### src/hdl/mes_pkg.sv
// Constants for the motion event status register block
package mes_pkg;
	// ----------------------------------------
	// Register indices (byte address = 4 * index)
	// ----------------------------------------
	localparam logic [5:0] IDX_STATUS      = 6'h12;
	localparam logic [5:0] IDX_CTRL        = 6'h20;
	localparam logic [5:0] IDX_OR_LEVEL    = 6'h21;
	localparam logic [5:0] IDX_KNOCK_LEVEL = 6'h22;
	localparam logic [5:0] IDX_KNOCK_DUR   = 6'h23;
	localparam logic [5:0] IDX_KNOCK_LAT   = 6'h24;
	localparam logic [5:0] IDX_KNOCK_WIN   = 6'h25;
	localparam logic [5:0] IDX_INT_STATUS  = 6'h26;
	localparam logic [5:0] IDX_INT_MASK    = 6'h27;
	localparam logic [5:0] IDX_FUSE_FLAGS  = 6'h28;
	// ----------------------------------------
	// Status field positions and reset
	// ----------------------------------------
	localparam int BIT_FUSE    = 7;
	localparam int BIT_STILL   = 6;
	localparam int BIT_MOTION  = 5;
	localparam int BIT_OR_HOLD = 4;
	localparam int BIT_OR_LIVE = 3;
	localparam int BIT_TRIPLE  = 2;
	localparam int BIT_DOUBLE  = 1;
	localparam int BIT_SINGLE  = 0;
	localparam logic [7:0] STATUS_RESET = 8'h00;
	localparam logic [7:0] COR_MASK     = 8'hf7;
	// ----------------------------------------
	// Control fields and reset values
	// ----------------------------------------
	localparam int CTRL_DETECT_OFF = 0;
	localparam int CTRL_EDGE_SEL   = 1;
	localparam int CTRL_TRIPLE_EN  = 2;
	localparam int CTRL_SOFT_RESET = 3;
	localparam logic [2:0]  CTRL_RESET        = 3'h0;
	localparam logic [15:0] OR_LEVEL_RESET    = 16'h7fff;
	localparam logic [15:0] KNOCK_LEVEL_RESET = 16'h1000;
	localparam logic [7:0]  KNOCK_DUR_RESET   = 8'h10;
	localparam logic [7:0]  KNOCK_LAT_RESET   = 8'h00;
	localparam logic [7:0]  KNOCK_WIN_RESET   = 8'h00;
	localparam logic [7:0]  INT_MASK_RESET    = 8'h00;
	localparam logic [1:0]  RESP_OKAY         = 2'b00;
	localparam logic [1:0]  RESP_SLVERR       = 2'b10;
	// ----------------------------------------
	// Timing
	// ----------------------------------------
	localparam int CLK_PERIOD_PS = 5000;
	localparam int TICK_PS       = 500000000;
	localparam int TICK_CYCLES   = TICK_PS / CLK_PERIOD_PS;
	// Settling time kept in ns so no product leaves the int range
	localparam int TICK_NS       = TICK_PS / 1000;
	localparam int SETTLE_NS     = 2500000;
	localparam logic [8:0] SETTLE_TICKS = 9'((SETTLE_NS + TICK_NS - 1) / TICK_NS);
	typedef enum logic [2:0] {
		SEQ_FIRST  = 3'b001,
		SEQ_SECOND = 3'b010,
		SEQ_THIRD  = 3'b100
	} mes_seq_type;
endpackage

### src/hdl/mes_status_block.sv
// Motion event status register with knock detector, AXI4-Lite slave
//
// What this block does
// - Status at index 0x12, reset 0x00, clear-on-read.
// - Bit 7 sets, holds on uncorrectable fuse error.
// - Bit 7 ORs controller, double-upset, checksum errors.
// - Bit 6 reads 1 on stillness detection.
// - Bit 5 reads 1 on motion over threshold.
// - Bit 4 latches overrange until status read.
// - One status read clears sticky overrange; in live mode only once overrange has ended.
// - Select bit picks overrange trigger, default live.
// - Bit 3 shows live overrange, no latch.
// - Detect-off control suppresses overrange detection.
// - Bit 0 sets on one short knock.
// - Bit 1 needs window, latency nonzero, two knocks.
// - Second knock after latency plus 2.5 ms, inside window.
// - Bit 2 needs triple enable and three knocks.
// - Third knock after latency plus 2.5 ms, inside window.
// - Double-upset flag marks uncorrectable, soft reset clears.
// - Checksum flag marks failed requested checksum check.
//
// The implementer's own choice: the AXI4-Lite register port.
`timescale 1ns/1ps
module mes_status_block
	import mes_pkg::*;
#(
	parameter int TICK_COUNT = TICK_CYCLES
)(
	input  wire logic        aclk,
	input  wire logic        aresetn,
	input  wire logic [7:0]  s_axi_awaddr,
	input  wire logic        s_axi_awvalid,
	output      logic        s_axi_awready,
	input  wire logic [31:0] s_axi_wdata,
	input  wire logic [3:0]  s_axi_wstrb,
	input  wire logic        s_axi_wvalid,
	output      logic        s_axi_wready,
	output      logic [1:0]  s_axi_bresp,
	output      logic        s_axi_bvalid,
	input  wire logic        s_axi_bready,
	input  wire logic [7:0]  s_axi_araddr,
	input  wire logic        s_axi_arvalid,
	output      logic        s_axi_arready,
	output      logic [31:0] s_axi_rdata,
	output      logic [1:0]  s_axi_rresp,
	output      logic        s_axi_rvalid,
	input  wire logic        s_axi_rready,
	input  wire logic [15:0] accel_magnitude,
	input  wire logic        accel_valid,
	input  wire logic        stillness_detected,
	input  wire logic        motion_over_threshold,
	input  wire logic        fuse_ctrl_error,
	input  wire logic        fuse_double_upset_detect,
	input  wire logic        fuse_checksum_error_detect,
	output      logic        irq
);

	// ----------------------------------------
	// Helpers
	// ----------------------------------------
	function automatic logic [15:0] merge16(input logic [15:0] old, input logic [31:0] d, input logic [3:0] s);
		merge16 = {s[1] ? d[15:8] : old[15:8], s[0] ? d[7:0] : old[7:0]};
	endfunction
	function automatic logic mapped(input logic [5:0] idx);
		mapped = (idx == IDX_STATUS) || (idx >= IDX_CTRL && idx <= IDX_FUSE_FLAGS);
	endfunction

	// ----------------------------------------
	// State
	// ----------------------------------------
	logic [7:0]  status;
	logic [2:0]  ctrl;
	logic [15:0] or_level;
	logic [15:0] knock_level_limit;
	logic [7:0]  knock_duration_limit;
	logic [7:0]  knock_latency_time;
	logic [7:0]  knock_window_time;
	logic [7:0]  int_status;
	logic [7:0]  int_mask;
	logic        fuse_double_upset_flag;
	logic        fuse_checksum_error_flag;
	logic [7:0]  aw_idx;
	logic [31:0] w_data;
	logic [3:0]  w_strb;
	logic        aw_held;
	logic        w_held;
	logic        or_live_q;
	logic        above_q;
	logic [31:0] tick_cnt;
	logic        tick;
	logic [7:0]  dur_cnt;
	logic [8:0]  gap_cnt;
	logic [8:0]  start_gap;
	mes_seq_type seq;

	// ----------------------------------------
	// Bus decode
	// ----------------------------------------
	wire        aw_take    = s_axi_awvalid && s_axi_awready;
	wire        w_take     = s_axi_wvalid && s_axi_wready;
	wire        ar_take    = s_axi_arvalid && s_axi_arready;
	wire        aw_have    = aw_held || aw_take;
	wire        w_have     = w_held || w_take;
	wire        do_write   = aw_have && w_have && !s_axi_bvalid;
	wire [7:0]  wr_addr    = aw_held ? aw_idx : s_axi_awaddr;
	wire [31:0] wr_data    = w_held ? w_data : s_axi_wdata;
	wire [3:0]  wr_strb    = w_held ? w_strb : s_axi_wstrb;
	wire [5:0]  wr_idx     = wr_addr[7:2];
	wire [5:0]  rd_idx     = s_axi_araddr[7:2];
	wire        wr_ok      = mapped(wr_idx) && wr_addr[1:0] == 2'b00;
	wire        rd_ok      = mapped(rd_idx) && s_axi_araddr[1:0] == 2'b00;
	wire        wr_lo      = do_write && wr_ok && wr_strb[0];
	wire        wr_ctrl    = wr_lo && wr_idx == IDX_CTRL;
	wire        wr_int     = wr_lo && wr_idx == IDX_INT_STATUS;
	wire        wr_mask    = wr_lo && wr_idx == IDX_INT_MASK;
	wire        wr_or      = do_write && wr_ok && wr_idx == IDX_OR_LEVEL;
	wire        wr_klev    = do_write && wr_ok && wr_idx == IDX_KNOCK_LEVEL;
	wire        wr_kdur    = wr_lo && wr_idx == IDX_KNOCK_DUR;
	wire        wr_klat    = wr_lo && wr_idx == IDX_KNOCK_LAT;
	wire        wr_kwin    = wr_lo && wr_idx == IDX_KNOCK_WIN;
	wire        soft_reset = wr_ctrl && wr_data[CTRL_SOFT_RESET];
	wire        status_rd  = ar_take && rd_idx == IDX_STATUS && s_axi_araddr[1:0] == 2'b00;

	logic [31:0] rd_value;
	always_comb begin
		rd_value = 32'h0000_0000;
		case (rd_idx)
			IDX_STATUS:      rd_value = {24'h000000, status};
			IDX_CTRL:        rd_value = {29'h00000000, ctrl};
			IDX_OR_LEVEL:    rd_value = {16'h0000, or_level};
			IDX_KNOCK_LEVEL: rd_value = {16'h0000, knock_level_limit};
			IDX_KNOCK_DUR:   rd_value = {24'h000000, knock_duration_limit};
			IDX_KNOCK_LAT:   rd_value = {24'h000000, knock_latency_time};
			IDX_KNOCK_WIN:   rd_value = {24'h000000, knock_window_time};
			IDX_INT_STATUS:  rd_value = {24'h000000, int_status};
			IDX_INT_MASK:    rd_value = {24'h000000, int_mask};
			IDX_FUSE_FLAGS:  rd_value = {30'h00000000, fuse_checksum_error_flag, fuse_double_upset_flag};
			default:         rd_value = 32'h0000_0000;
		endcase
	end

	// ----------------------------------------
	// Write channel
	// ----------------------------------------
	always_ff @(posedge aclk) begin
		if (!aresetn) begin
			s_axi_awready <= 1'b1;
			s_axi_wready  <= 1'b1;
			s_axi_bvalid  <= 1'b0;
			s_axi_bresp   <= RESP_OKAY;
			aw_held       <= 1'b0;
			w_held        <= 1'b0;
			aw_idx        <= 8'h00;
			w_data        <= 32'h0000_0000;
			w_strb        <= 4'h0;
		end else begin
			if (aw_take) begin
				aw_idx        <= s_axi_awaddr;
				s_axi_awready <= 1'b0;
			end
			if (w_take) begin
				w_data       <= s_axi_wdata;
				w_strb       <= s_axi_wstrb;
				s_axi_wready <= 1'b0;
			end
			aw_held <= aw_have && !do_write;
			w_held  <= w_have && !do_write;
			if (do_write) begin
				s_axi_bvalid <= 1'b1;
				s_axi_bresp  <= wr_ok ? RESP_OKAY : RESP_SLVERR;
			end else if (s_axi_bvalid && s_axi_bready) begin
				s_axi_bvalid  <= 1'b0;
				s_axi_awready <= 1'b1;
				s_axi_wready  <= 1'b1;
			end
		end
	end

	// ----------------------------------------
	// Read channel
	// ----------------------------------------
	always_ff @(posedge aclk) begin
		if (!aresetn) begin
			s_axi_arready <= 1'b1;
			s_axi_rvalid  <= 1'b0;
			s_axi_rdata   <= 32'h0000_0000;
			s_axi_rresp   <= RESP_OKAY;
		end else if (ar_take) begin
			s_axi_arready <= 1'b0;
			s_axi_rvalid  <= 1'b1;
			s_axi_rdata   <= rd_ok ? rd_value : 32'h0000_0000;
			s_axi_rresp   <= rd_ok ? RESP_OKAY : RESP_SLVERR;
		end else if (s_axi_rvalid && s_axi_rready) begin
			s_axi_rvalid  <= 1'b0;
			s_axi_arready <= 1'b1;
		end
	end

	// ----------------------------------------
	// Configuration registers
	// ----------------------------------------
	always_ff @(posedge aclk) begin
		if (!aresetn) begin
			ctrl                 <= CTRL_RESET;
			or_level             <= OR_LEVEL_RESET;
			knock_level_limit    <= KNOCK_LEVEL_RESET;
			knock_duration_limit <= KNOCK_DUR_RESET;
			knock_latency_time   <= KNOCK_LAT_RESET;
			knock_window_time    <= KNOCK_WIN_RESET;
			int_mask             <= INT_MASK_RESET;
		end else begin
			if (wr_ctrl)
				ctrl <= wr_data[2:0];
			if (wr_or)
				or_level <= merge16(or_level, wr_data, wr_strb);
			if (wr_klev)
				knock_level_limit <= merge16(knock_level_limit, wr_data, wr_strb);
			if (wr_kdur)
				knock_duration_limit <= wr_data[7:0];
			if (wr_klat)
				knock_latency_time <= wr_data[7:0];
			if (wr_kwin)
				knock_window_time <= wr_data[7:0];
			if (wr_mask)
				int_mask <= wr_data[7:0];
		end
	end

	// ----------------------------------------
	// Overrange and fuse flags
	// ----------------------------------------
	wire or_now  = !ctrl[CTRL_DETECT_OFF] && accel_magnitude > or_level;
	wire or_live = !ctrl[CTRL_DETECT_OFF] && or_live_q;
	// Edge mode sees each excursion once, live mode re-arms while it lasts
	wire or_trig = ctrl[CTRL_EDGE_SEL] ? (or_live && !status[BIT_OR_LIVE]) : or_live;
	always_ff @(posedge aclk) begin
		if (!aresetn) begin
			or_live_q                <= 1'b0;
			fuse_double_upset_flag   <= 1'b0;
			fuse_checksum_error_flag <= 1'b0;
		end else begin
			if (accel_valid)
				or_live_q <= or_now;
			// Detection wins over a soft reset in the same cycle
			fuse_double_upset_flag   <= fuse_double_upset_detect || (fuse_double_upset_flag && !soft_reset);
			fuse_checksum_error_flag <= fuse_checksum_error_detect || (fuse_checksum_error_flag && !soft_reset);
		end
	end

	// ----------------------------------------
	// Knock detector
	// ----------------------------------------
	wire       above     = accel_valid ? accel_magnitude > knock_level_limit : above_q;
	wire       knock_end = above_q && !above;
	wire       knock_ok  = knock_end && dur_cnt < knock_duration_limit;
	wire [8:0] gap_min   = 9'(knock_latency_time) + SETTLE_TICKS;
	wire       in_slot   = start_gap >= gap_min && start_gap <= 9'(knock_window_time);
	wire       seq_armed = knock_window_time != 8'h00 && knock_latency_time != 8'h00;
	logic        set_single;
	logic        set_double;
	logic        set_triple;
	logic        restart_gap;
	mes_seq_type next_seq;
	always_comb begin
		set_single  = 1'b0;
		set_double  = 1'b0;
		set_triple  = 1'b0;
		restart_gap = 1'b0;
		next_seq    = seq;
		case (seq)
			SEQ_FIRST: begin
				if (knock_ok) begin
					set_single  = 1'b1;
					restart_gap = 1'b1;
					next_seq    = seq_armed ? SEQ_SECOND : SEQ_FIRST;
				end
			end
			SEQ_SECOND: begin
				if (knock_ok && in_slot) begin
					set_double  = seq_armed;
					restart_gap = 1'b1;
					next_seq    = ctrl[CTRL_TRIPLE_EN] ? SEQ_THIRD : SEQ_FIRST;
				end else if (knock_ok) begin
					set_single  = 1'b1;
					restart_gap = 1'b1;
				end else if (!above_q && gap_cnt > 9'(knock_window_time)) begin
					next_seq = SEQ_FIRST;
				end
			end
			SEQ_THIRD: begin
				if (knock_ok && in_slot) begin
					set_triple = ctrl[CTRL_TRIPLE_EN];
					next_seq   = SEQ_FIRST;
				end else if (knock_ok) begin
					set_single  = 1'b1;
					restart_gap = 1'b1;
					next_seq    = SEQ_SECOND;
				end else if (!above_q && gap_cnt > 9'(knock_window_time)) begin
					next_seq = SEQ_FIRST;
				end
			end
			default: next_seq = SEQ_FIRST;
		endcase
	end

	always_ff @(posedge aclk) begin
		if (!aresetn) begin
			tick_cnt <= 32'h0000_0000;
			tick     <= 1'b0;
		end else begin
			tick     <= tick_cnt == 32'(TICK_COUNT - 1);
			tick_cnt <= tick_cnt == 32'(TICK_COUNT - 1) ? 32'h0000_0000 : tick_cnt + 32'h0000_0001;
		end
	end
	always_ff @(posedge aclk) begin
		if (!aresetn) begin
			above_q   <= 1'b0;
			dur_cnt   <= 8'h00;
			gap_cnt   <= 9'h000;
			start_gap <= 9'h000;
			seq       <= SEQ_FIRST;
		end else begin
			above_q <= above;
			seq     <= next_seq;
			if (above && !above_q) begin
				dur_cnt   <= 8'h00;
				start_gap <= gap_cnt;
			end else if (above_q && tick && dur_cnt != 8'hff) begin
				dur_cnt <= dur_cnt + 8'h01;
			end
			if (restart_gap)
				gap_cnt <= 9'h000;
			else if (tick && gap_cnt != 9'h1ff)
				gap_cnt <= gap_cnt + 9'h001;
		end
	end

	// ----------------------------------------
	// Status and interrupt
	// ----------------------------------------
	wire fuse_set = fuse_ctrl_error || fuse_double_upset_flag || fuse_checksum_error_flag;
	logic [7:0] status_set;
	always_comb begin
		status_set              = 8'h00;
		status_set[BIT_FUSE]    = fuse_set;
		status_set[BIT_STILL]   = stillness_detected;
		status_set[BIT_MOTION]  = motion_over_threshold;
		status_set[BIT_OR_HOLD] = or_trig;
		status_set[BIT_TRIPLE]  = set_triple;
		status_set[BIT_DOUBLE]  = set_double;
		status_set[BIT_SINGLE]  = set_single;
	end
	// Set wins over the read clear, so no event slips between capture and clear
	wire [7:0] cor_clear   = status_rd ? COR_MASK : 8'h00;
	wire [7:0] next_status = ((status & ~cor_clear) | status_set) & COR_MASK | {4'h0, or_live, 3'h0};
	wire [7:0] new_events  = status_set & ~status;
	wire [7:0] int_clear   = wr_int ? wr_data[7:0] : 8'h00;
	wire [7:0] next_int    = (int_status & ~int_clear) | new_events;
	always_ff @(posedge aclk) begin
		if (!aresetn) begin
			status     <= STATUS_RESET;
			int_status <= 8'h00;
			irq        <= 1'b0;
		end else begin
			status     <= next_status;
			int_status <= next_int;
			irq        <= |(next_int & int_mask);
		end
	end

endmodule

### config.mk
export PLATFORM = sky130hd
export DESIGN_NAME = mes_status_block
export DESIGN_NICKNAME = d
export VERILOG_FILES = /design/src/hdl/mes_pkg.sv /design/src/hdl/mes_status_block.sv
export SDC_FILE = /design/constraint.sdc
export NUM_CORES = 1
export LEC_CHECK = 0
export BUFFER_PORTS_ARGS = -buffer_cell sky130_fd_sc_hd__clkbuf_2
export CAP_MARGIN = 40
export CORE_ASPECT_RATIO = 0.7
export CORE_MARGIN = 2
export CORE_UTILIZATION = 53
export DETAILED_ROUTE_END_ITERATION = 10
export PLACE_DENSITY = 0.76
export SLEW_MARGIN = 20
export SYNTH_ARGS = -nofsm -noshare
export SYNTH_HDL_FRONTEND = slang
export SYNTH_SLANG_ARGS = --single-unit
### constraint.sdc
create_clock -name aclk -period 2.9 [get_ports aclk]
set_clock_uncertainty 0.15 [all_clocks]
set_input_delay 0.435 -clock aclk [delete_from_list [all_inputs] [get_ports aclk]]
set_output_delay 0.435 -clock aclk [all_outputs]
set_load 0.02 [all_outputs]
Word level (Yosys, flattened, before mapping)
Cells that the tools add are included.

operators by class
  equal/unequal tests = 27
  reductions and logical operators = 72
  bitwise gates (word level) = 11
  muxes and demuxes = 41
  $lt $le $gt $ge = 10
  $add $sub $neg = 4

operators with widths
  cell                                                                     number
  16-bit case mux with 10 select lines                                     1
  6-bit equality test, second input constant                               17
  1-bit logical AND                                                        41
  32-bit by 1-bit adder with 32-bit output, second input constant          1
  8-bit AND                                                                4
  32-bit by 17-bit equality test with 1-bit output, second input constant  1
  16-bit greater-than comparator                                           2
  32-bit two-way mux                                                       1
  8-bit two-way mux                                                        3
  8-bit inverter                                                           3
  1-bit two-way mux                                                        21
  3-bit two-way mux                                                        7
  16-bit two-way mux                                                       1
  8-bit bitwise OR                                                         2
  8-bit nonzero test                                                       2
  6-bit by 5-bit equality test with 1-bit output, second input constant    2
  6-bit greater-or-equal comparator, second input constant                 2
  6-bit less-or-equal comparator, second input constant                    2
  2-bit AND reduction                                                      5
  8-bit by 3-bit adder with 9-bit output, second input constant            1
  9-bit by 1-bit adder with 9-bit output, second input constant            1
  9-bit greater-or-equal comparator                                        1
  9-bit by 8-bit greater-than comparator with 1-bit output                 1
  9-bit by 8-bit less-or-equal comparator with 1-bit output                1
  other kinds (21)                                                         42

word-level totals
  bits in registers = 219
  input port bits = 81

Logic depth before layout (Yosys ltp)
  word-level depth = 14
  mapped depth = 13
  mapped depth without buffers = 12

Least setup slack after synthesis
No wires, ideal clock.

  kind = input to register
  start point = input port accel_magnitude[10]
  end point = register irq
  slack = -64 ps
  arrival time = 2692 ps
  buffers on the path = 0
  setup time = 122 ps
  required time = 2628 ps
  stages = 8
  cell sequence = ha_1 > and4_1 > or4b_1 > o221a_1 > o211a_2 > a22o_1 > a211o_1 > a221o_1

between the ends
  word-level cells in the longest chain between the ends = 12
  elaborated cells on any way between the ends = 17

ends and longest elaborated chain
  element                                                                         RTL line                                          RTL
  from (decl)                                                                     mes_status_block.sv:48                            input wire logic [15:0] accel_magnitude,
  16-bit greater-than comparator (*)                                              mes_status_block.sv:253                           wire above = accel_valid ? accel_magnitude > knock_level_limit : above_q;
  1-bit two-way mux (*)                                                           mes_status_block.sv:253
  1-bit zero test (*)                                                             mes_status_block.sv:254                           wire knock_end = above_q && !above;
  1-bit logical AND (*)                                                           mes_status_block.sv:254
  1-bit logical AND (*)                                                           mes_status_block.sv:255                           wire knock_ok = knock_end && dur_cnt < knock_duration_limit;
  1-bit two-way mux / 1-bit logical AND (equally long branches)                   --
  1-bit two-way mux, on equally long branches                                     mes_status_block.sv:279, mes_status_block.sv:291
  1-bit case mux with 2 select lines / 1-bit two-way mux (equally long branches)  mes_status_block.sv:270                           case (seq)
  8-bit AND (*)                                                                   mes_status_block.sv:356                           wire [7:0] new_events = status_set & ~status;
  8-bit bitwise OR (*)                                                            mes_status_block.sv:358                           wire [7:0] next_int = (int_status & ~int_clear) | new_events;
  8-bit AND (*)                                                                   mes_status_block.sv:367                           irq <= |(next_int & int_mask);
  8-bit OR reduction (*)                                                          mes_status_block.sv:367
  to (signal assigned)                                                            mes_status_block.sv:367
  to (decl)                                                                       mes_status_block.sv:55                            output logic irq

Every way passes the cells marked *; elsewhere a longest branch is shown, timed or not.
A chain may end at the register's enable or synchronous reset.

Final worst setup path
  start point = register knock_level_limit[15]
  end point = register irq

between the ends
  word-level cells in the longest chain between the ends = 12
  elaborated cells on any way between the ends = 17

ends and longest elaborated chain
  element                                                                         RTL line                                          RTL
  from (decl)                                                                     mes_status_block.sv:74                            logic [15:0] knock_level_limit;
  from (signal assigned)                                                          mes_status_block.sv:217                           knock_level_limit <= merge16(knock_level_limit, wr_data, wr_strb);
  16-bit greater-than comparator (*)                                              mes_status_block.sv:253
  1-bit two-way mux (*)                                                           mes_status_block.sv:253
  1-bit zero test (*)                                                             mes_status_block.sv:254
  1-bit logical AND (*)                                                           mes_status_block.sv:254
  1-bit logical AND (*)                                                           mes_status_block.sv:255
  1-bit two-way mux / 1-bit logical AND (equally long branches)                   --
  1-bit two-way mux, on equally long branches                                     mes_status_block.sv:279, mes_status_block.sv:291
  1-bit case mux with 2 select lines / 1-bit two-way mux (equally long branches)  mes_status_block.sv:270
  8-bit AND (*)                                                                   mes_status_block.sv:356
  8-bit bitwise OR (*)                                                            mes_status_block.sv:358
  8-bit AND (*)                                                                   mes_status_block.sv:367
  8-bit OR reduction (*)                                                          mes_status_block.sv:367

Marks and branches as above.

==> Implementation_results.wiki <==
{| class="wikitable"
! Metric !! Value
|-
| Number of synthesis warnings || 0
|-
| Number of buffers created by CTS || 20
|-
| Clock share of power || 0.437
|-
| Number of pins exceeding their max-slew limit in the final report || 0
|-
| Global-route wire length before repair || 46800 um
|-
| Pre-antenna DRT Iters || 6
|-
| Sw frac || 0.248
|-
| Synthesis-to-layout area growth || 21.5%
|-
| Multiplexer share of the synthesized area || 0.0685
|-
| Most frequent cell after synthesis || sky130_fd_sc_hd__dfxtp_1
|-
| Total global routing overflow || 0
|-
| Hold violation total from the final report || 0
|-
| Number of max-cap violations || 0
|-
| CTS Root Cell || sky130_fd_sc_hd__clkbuf_16
|-
| Met1 demand-to-capacity share in global routing || 0.439
|-
| Most instantiated cells after synthesis || 201 x sky130_fd_sc_hd__dfxtp_1, 178 x sky130_fd_sc_hd__nor2_1, 116 x sky130_fd_sc_hd__nand2_1
|-
| Sequential area share after synthesis || 0.387
|-
| Per-instance average area after synthesis || 8.44 um2
|-
| XOR/XNOR share of the synthesized area || 0.0405
|-
| Async set-or-reset flop fraction in the synthesized netlist || 0
|-
| Synth area leader || sky130_fd_sc_hd__dfxtp_1
|-
| Measured slew at the worst slew-check pin || 693 ps
|-
| Most common flop cell mapped by yosys || sky130_fd_sc_hd__dfxtp_1
|-
| Final antenna-violating net count || 0
|-
| Complex-gate fraction of the synthesized area || 0.161
|-
| Category of cells accounting for the largest share of critical-path delay || compound AO/OA/AOI/OAI gates
|-
| Nets || 1551
|-
| Largest net degree at the start of global routing || 64
|-
| Worst rel slew slack || 0.538
|-
| Vias in the first global route || 8855
|-
| # port buffers || 86
|-
| Effective utilization at floorplan || 0.545
|-
| Post-Synthesis Cells || 1232
|-
| Overall via count from detail_route || 9631
|-
| Violated checks || setup timing
|-
| Die Outline Area || 20800 um2
|-
| Type of destination of the critical path || flop
|-
| Maximum clock frequency || 0.337 GHz
|-
| Final-layout setup total negative slack || -64.6 ps
|-
| Max stage delay cell, worst path || sky130_fd_sc_hd__or4b_4
|-
| Routed wire length || 29800 um
|-
| Pwr per Cell Area || 484 nW/um2
|-
| Maximum level of the CTS H-tree || 1
|-
| Largest stage delay on the critical path || 560 ps
|-
| Met2 track demand over resource in global routing || 0.401
|-
| Total of flip-flops plus latches after synthesis || 201
|-
| Worst voltage drop across the vdd grid || 364 uV
|-
| Result of the run || complete, but fails checks
|-
| Class of the tightest hold or removal check || in2reg
|-
| TritonCTS Sinks || 201
|-
| Hold buffers post-CTS || 0
|-
| Cell internal pwr || 4.59 mW
|-
| Synth top area share || 0.387
|-
| Crit Path Class || reg2reg
|-
| Placement row count || 42
|-
| ANT cells || 0
|-
| List of cells traversed by the critical path || inv_2 -> ha_4 -> nand4_1 -> or4b_4 -> o221a_4 -> o211a_4 -> a22o_1 -> a211o_1 -> a221o_1
|-
| Setup crit start kind || flop
|-
| Number of distinct standard cells referenced by the synthesized netlist || 72
|-
| Antenna violations before repair || 0
|-
| Die Width || 171 um
|-
| Setup repair after global routing missed its margin || yes
|-
| GRT Total Usage || 0.288
|-
| Post-synthesis instance area || 10400 um2
|-
| Share of the clock period used by the worst path after layout || 1.02
|-
| Simple logic cell fraction of the synthesized area || 0.204
|-
| Part of the power in registers || 0.468
|-
| CTS tree || yes
|-
| Crit path buf inv count || 1
|-
| Clock network latency to the later pin of the worst-skew pair || 510 ps
|-
| Leak || 5.19 nW
|-
| Highest net fanout along the worst path || 3
|-
| Least setup slack across all paths after layout || -64.6 ps
|-
| Total setup violations reported at the end of the flow || 1
|-
| Final GP Congestion || 1.00
|-
| Bufs on Longest Clock Path || 3
|-
| Endpoint arrival time on the critical path || 3200 ps
|-
| Adder-cell area share of the yosys netlist || 0.0843
|-
| Core area || 19100 um2
|-
| Avg WL per Cell || 17.7 um
|-
| Clock period minus final worst setup slack || 2960 ps
|-
| Violation count after the first detailed-routing iteration || 939
|-
| Largest family of logic cells by synthesized area || simple AND/OR/NAND/NOR gates
|-
| Vert. Die Dim || 121 um
|-
| Clock input transition at the sequential cells of the worst setup and hold paths || 60 ps
|-
| Most Used Layer, Global Route || met1
|-
| DP HPWL || 21900 um
|-
| Vias per cell || 5.74
|-
| Io pins || 123
|-
| Worst path required time || 3140 ps
|-
| Share of layout cells above drive strength 1 || 0.204
|-
| DR DRC count || 0
|-
| Largest cells by area after synthesis || sky130_fd_sc_hd__dfxtp_1 39%, sky130_fd_sc_hd__ha_1 8.4%, sky130_fd_sc_hd__nor2_1 6.4%
|-
| Number of enable flip-flop cells after synthesis || 0
|-
| Worst setup timing slack at the placement stage || -242 ps
|-
| Global routing met3 resource utilization || 0.0718
|-
| Power share of the combinational group || 0.096
|-
| Power spent charging and discharging nets || 1.51 mW
|}
==> final timing paths <==
kind | startpoint | to | slack, ps | cells after the start
min reg2reg | w_data[10] | w_data[10] | 300 | 2
max reg2reg | knock_level_limit[15] | irq | -60 | 9
min | fuse_checksum_error_detect | fuse_checksum_error_flag | 7 | 3
max | knock_level_limit[15] | irq | -60 | 9
==> power groups by stage <==
stage	registers (mW)	clock network, mW	logic, mW
after CTS	2.86	2.70	0.566
after detailed placement	2.92	0	0.552
final	2.86	2.67	0.583
after global placement	2.91	0	0.544
after global routing	2.86	2.82	0.628
after floorplan	2.91	0	0.328
==> worst reg2reg max path, cell delays in order, from the launching register on <==
cell	delay, ps
sky130_fd_sc_hd__dfxtp_2	340
sky130_fd_sc_hd__inv_2	50
sky130_fd_sc_hd__ha_4	260
sky130_fd_sc_hd__nand4_1	190
sky130_fd_sc_hd__or4b_4	560
sky130_fd_sc_hd__o221a_4	310
sky130_fd_sc_hd__o211a_4	250
sky130_fd_sc_hd__a22o_1	190
sky130_fd_sc_hd__a211o_1	260
sky130_fd_sc_hd__a221o_1	280
==> registers in the layout, summed over array words and instances (netlist names), 2 cells and up <==
signal and cells:
aw_idx 8, ctrl 3, dur_cnt 8, gap_cnt 9, int_mask 8, int_status 8
knock_duration_limit 8, knock_latency_time 8, knock_level_limit 16, knock_window_time 8, or_level 16, s_axi_rdata 16
seq 3, start_gap 9, status 8, tick_cnt 32, w_data 16, w_strb 2
==> logic make-up (layout without fill, tap and decap cells) <==
| logic type | after synthesis | after routing |
|---|---|---|
| muxes | 69 | 69 |
| adders and majority gates | 70 | 70 |
| DFF | 201 | 201 |
| AOI/OAI and AO/OA | 259 | 259 |
| buffers and inverters | 128 | 293 |
| and+or+nand+nor | 456 | 456 |
| xor gates and xnor gates | 48 | 48 |
| other | 1 | 18 |
==> metrics by stage <==
step	instance area (um2)	hold slack, ps	power (mW)	util	cells
floorplan	10500	280	3.24	-	1249
global placement	11700	288	3.46	0.615	1636
detailed placement	11700	293	3.47	0.615	1636
CTS	12500	4.33	6.12	0.658	1677
global route	12600	28.6	6.31	0.662	1678
finish	12600	6.59	6.11	0.662	1678
==> per-layer routing <==
metal,part of all wire,up-vias
li1,-,4644
met1,0.47,4482
met2,0.40,440
met3,0.11,65
met4,0.023,0
met5,0,-
==> layout by cell type (no fill, tap or decap), types with 6 or more instances in the layout <==
master	count
sky130_fd_sc_hd__nor3_1	16
sky130_fd_sc_hd__nand2_1	116
sky130_fd_sc_hd__a22o_1	8
sky130_fd_sc_hd__o21ai_0	29
sky130_fd_sc_hd__and3_1	9
sky130_fd_sc_hd__nor4_1	9
sky130_fd_sc_hd__o211ai_1	18
sky130_fd_sc_hd__nor2b_1	9
sky130_fd_sc_hd__a22oi_1	23
sky130_fd_sc_hd__mux2i_1	51
sky130_fd_sc_hd__nand4_1	19
sky130_fd_sc_hd__conb_1	18
sky130_fd_sc_hd__o21a_1	6
sky130_fd_sc_hd__a221oi_1	11
sky130_fd_sc_hd__a21oi_1	91
sky130_fd_sc_hd__a211oi_1	15
sky130_fd_sc_hd__buf_4	99
sky130_fd_sc_hd__nor2_1	178
sky130_fd_sc_hd__clkbuf_2	86
sky130_fd_sc_hd__nand3_1	38
sky130_fd_sc_hd__inv_1	59
sky130_fd_sc_hd__nand3b_1	7
sky130_fd_sc_hd__and2_1	8
sky130_fd_sc_hd__a31oi_1	10
sky130_fd_sc_hd__mux2_2	17
sky130_fd_sc_hd__xor2_1	34
sky130_fd_sc_hd__clkbuf_16	20
sky130_fd_sc_hd__xnor2_1	14
sky130_fd_sc_hd__nand2b_1	19
sky130_fd_sc_hd__ha_1	65
sky130_fd_sc_hd__dfxtp_1	192
sky130_fd_sc_hd__buf_12	7
sky130_fd_sc_hd__dfxtp_2	9
==> repair_timing <==
item	4_1_cts	5_1_grt
endpoints found under the setup margin	11	45
buffers inserted	5	1
pin swaps	3	6
resized for setup	25	13
endpoints found under the hold margin	0	0
==> cell type report <==
type | instances | area (um2)
inverter | 64 | 241
sequential | 201 | 4040
multi-input combinational | 920 | 6020
fill | 1530 | 6450
timing repair buffer | 193 | 1330
tap | 264 | 330
clock inverter | 8 | 104
clock buffer | 28 | 571
No activity file was read; power rests on OpenSTA's default activity.
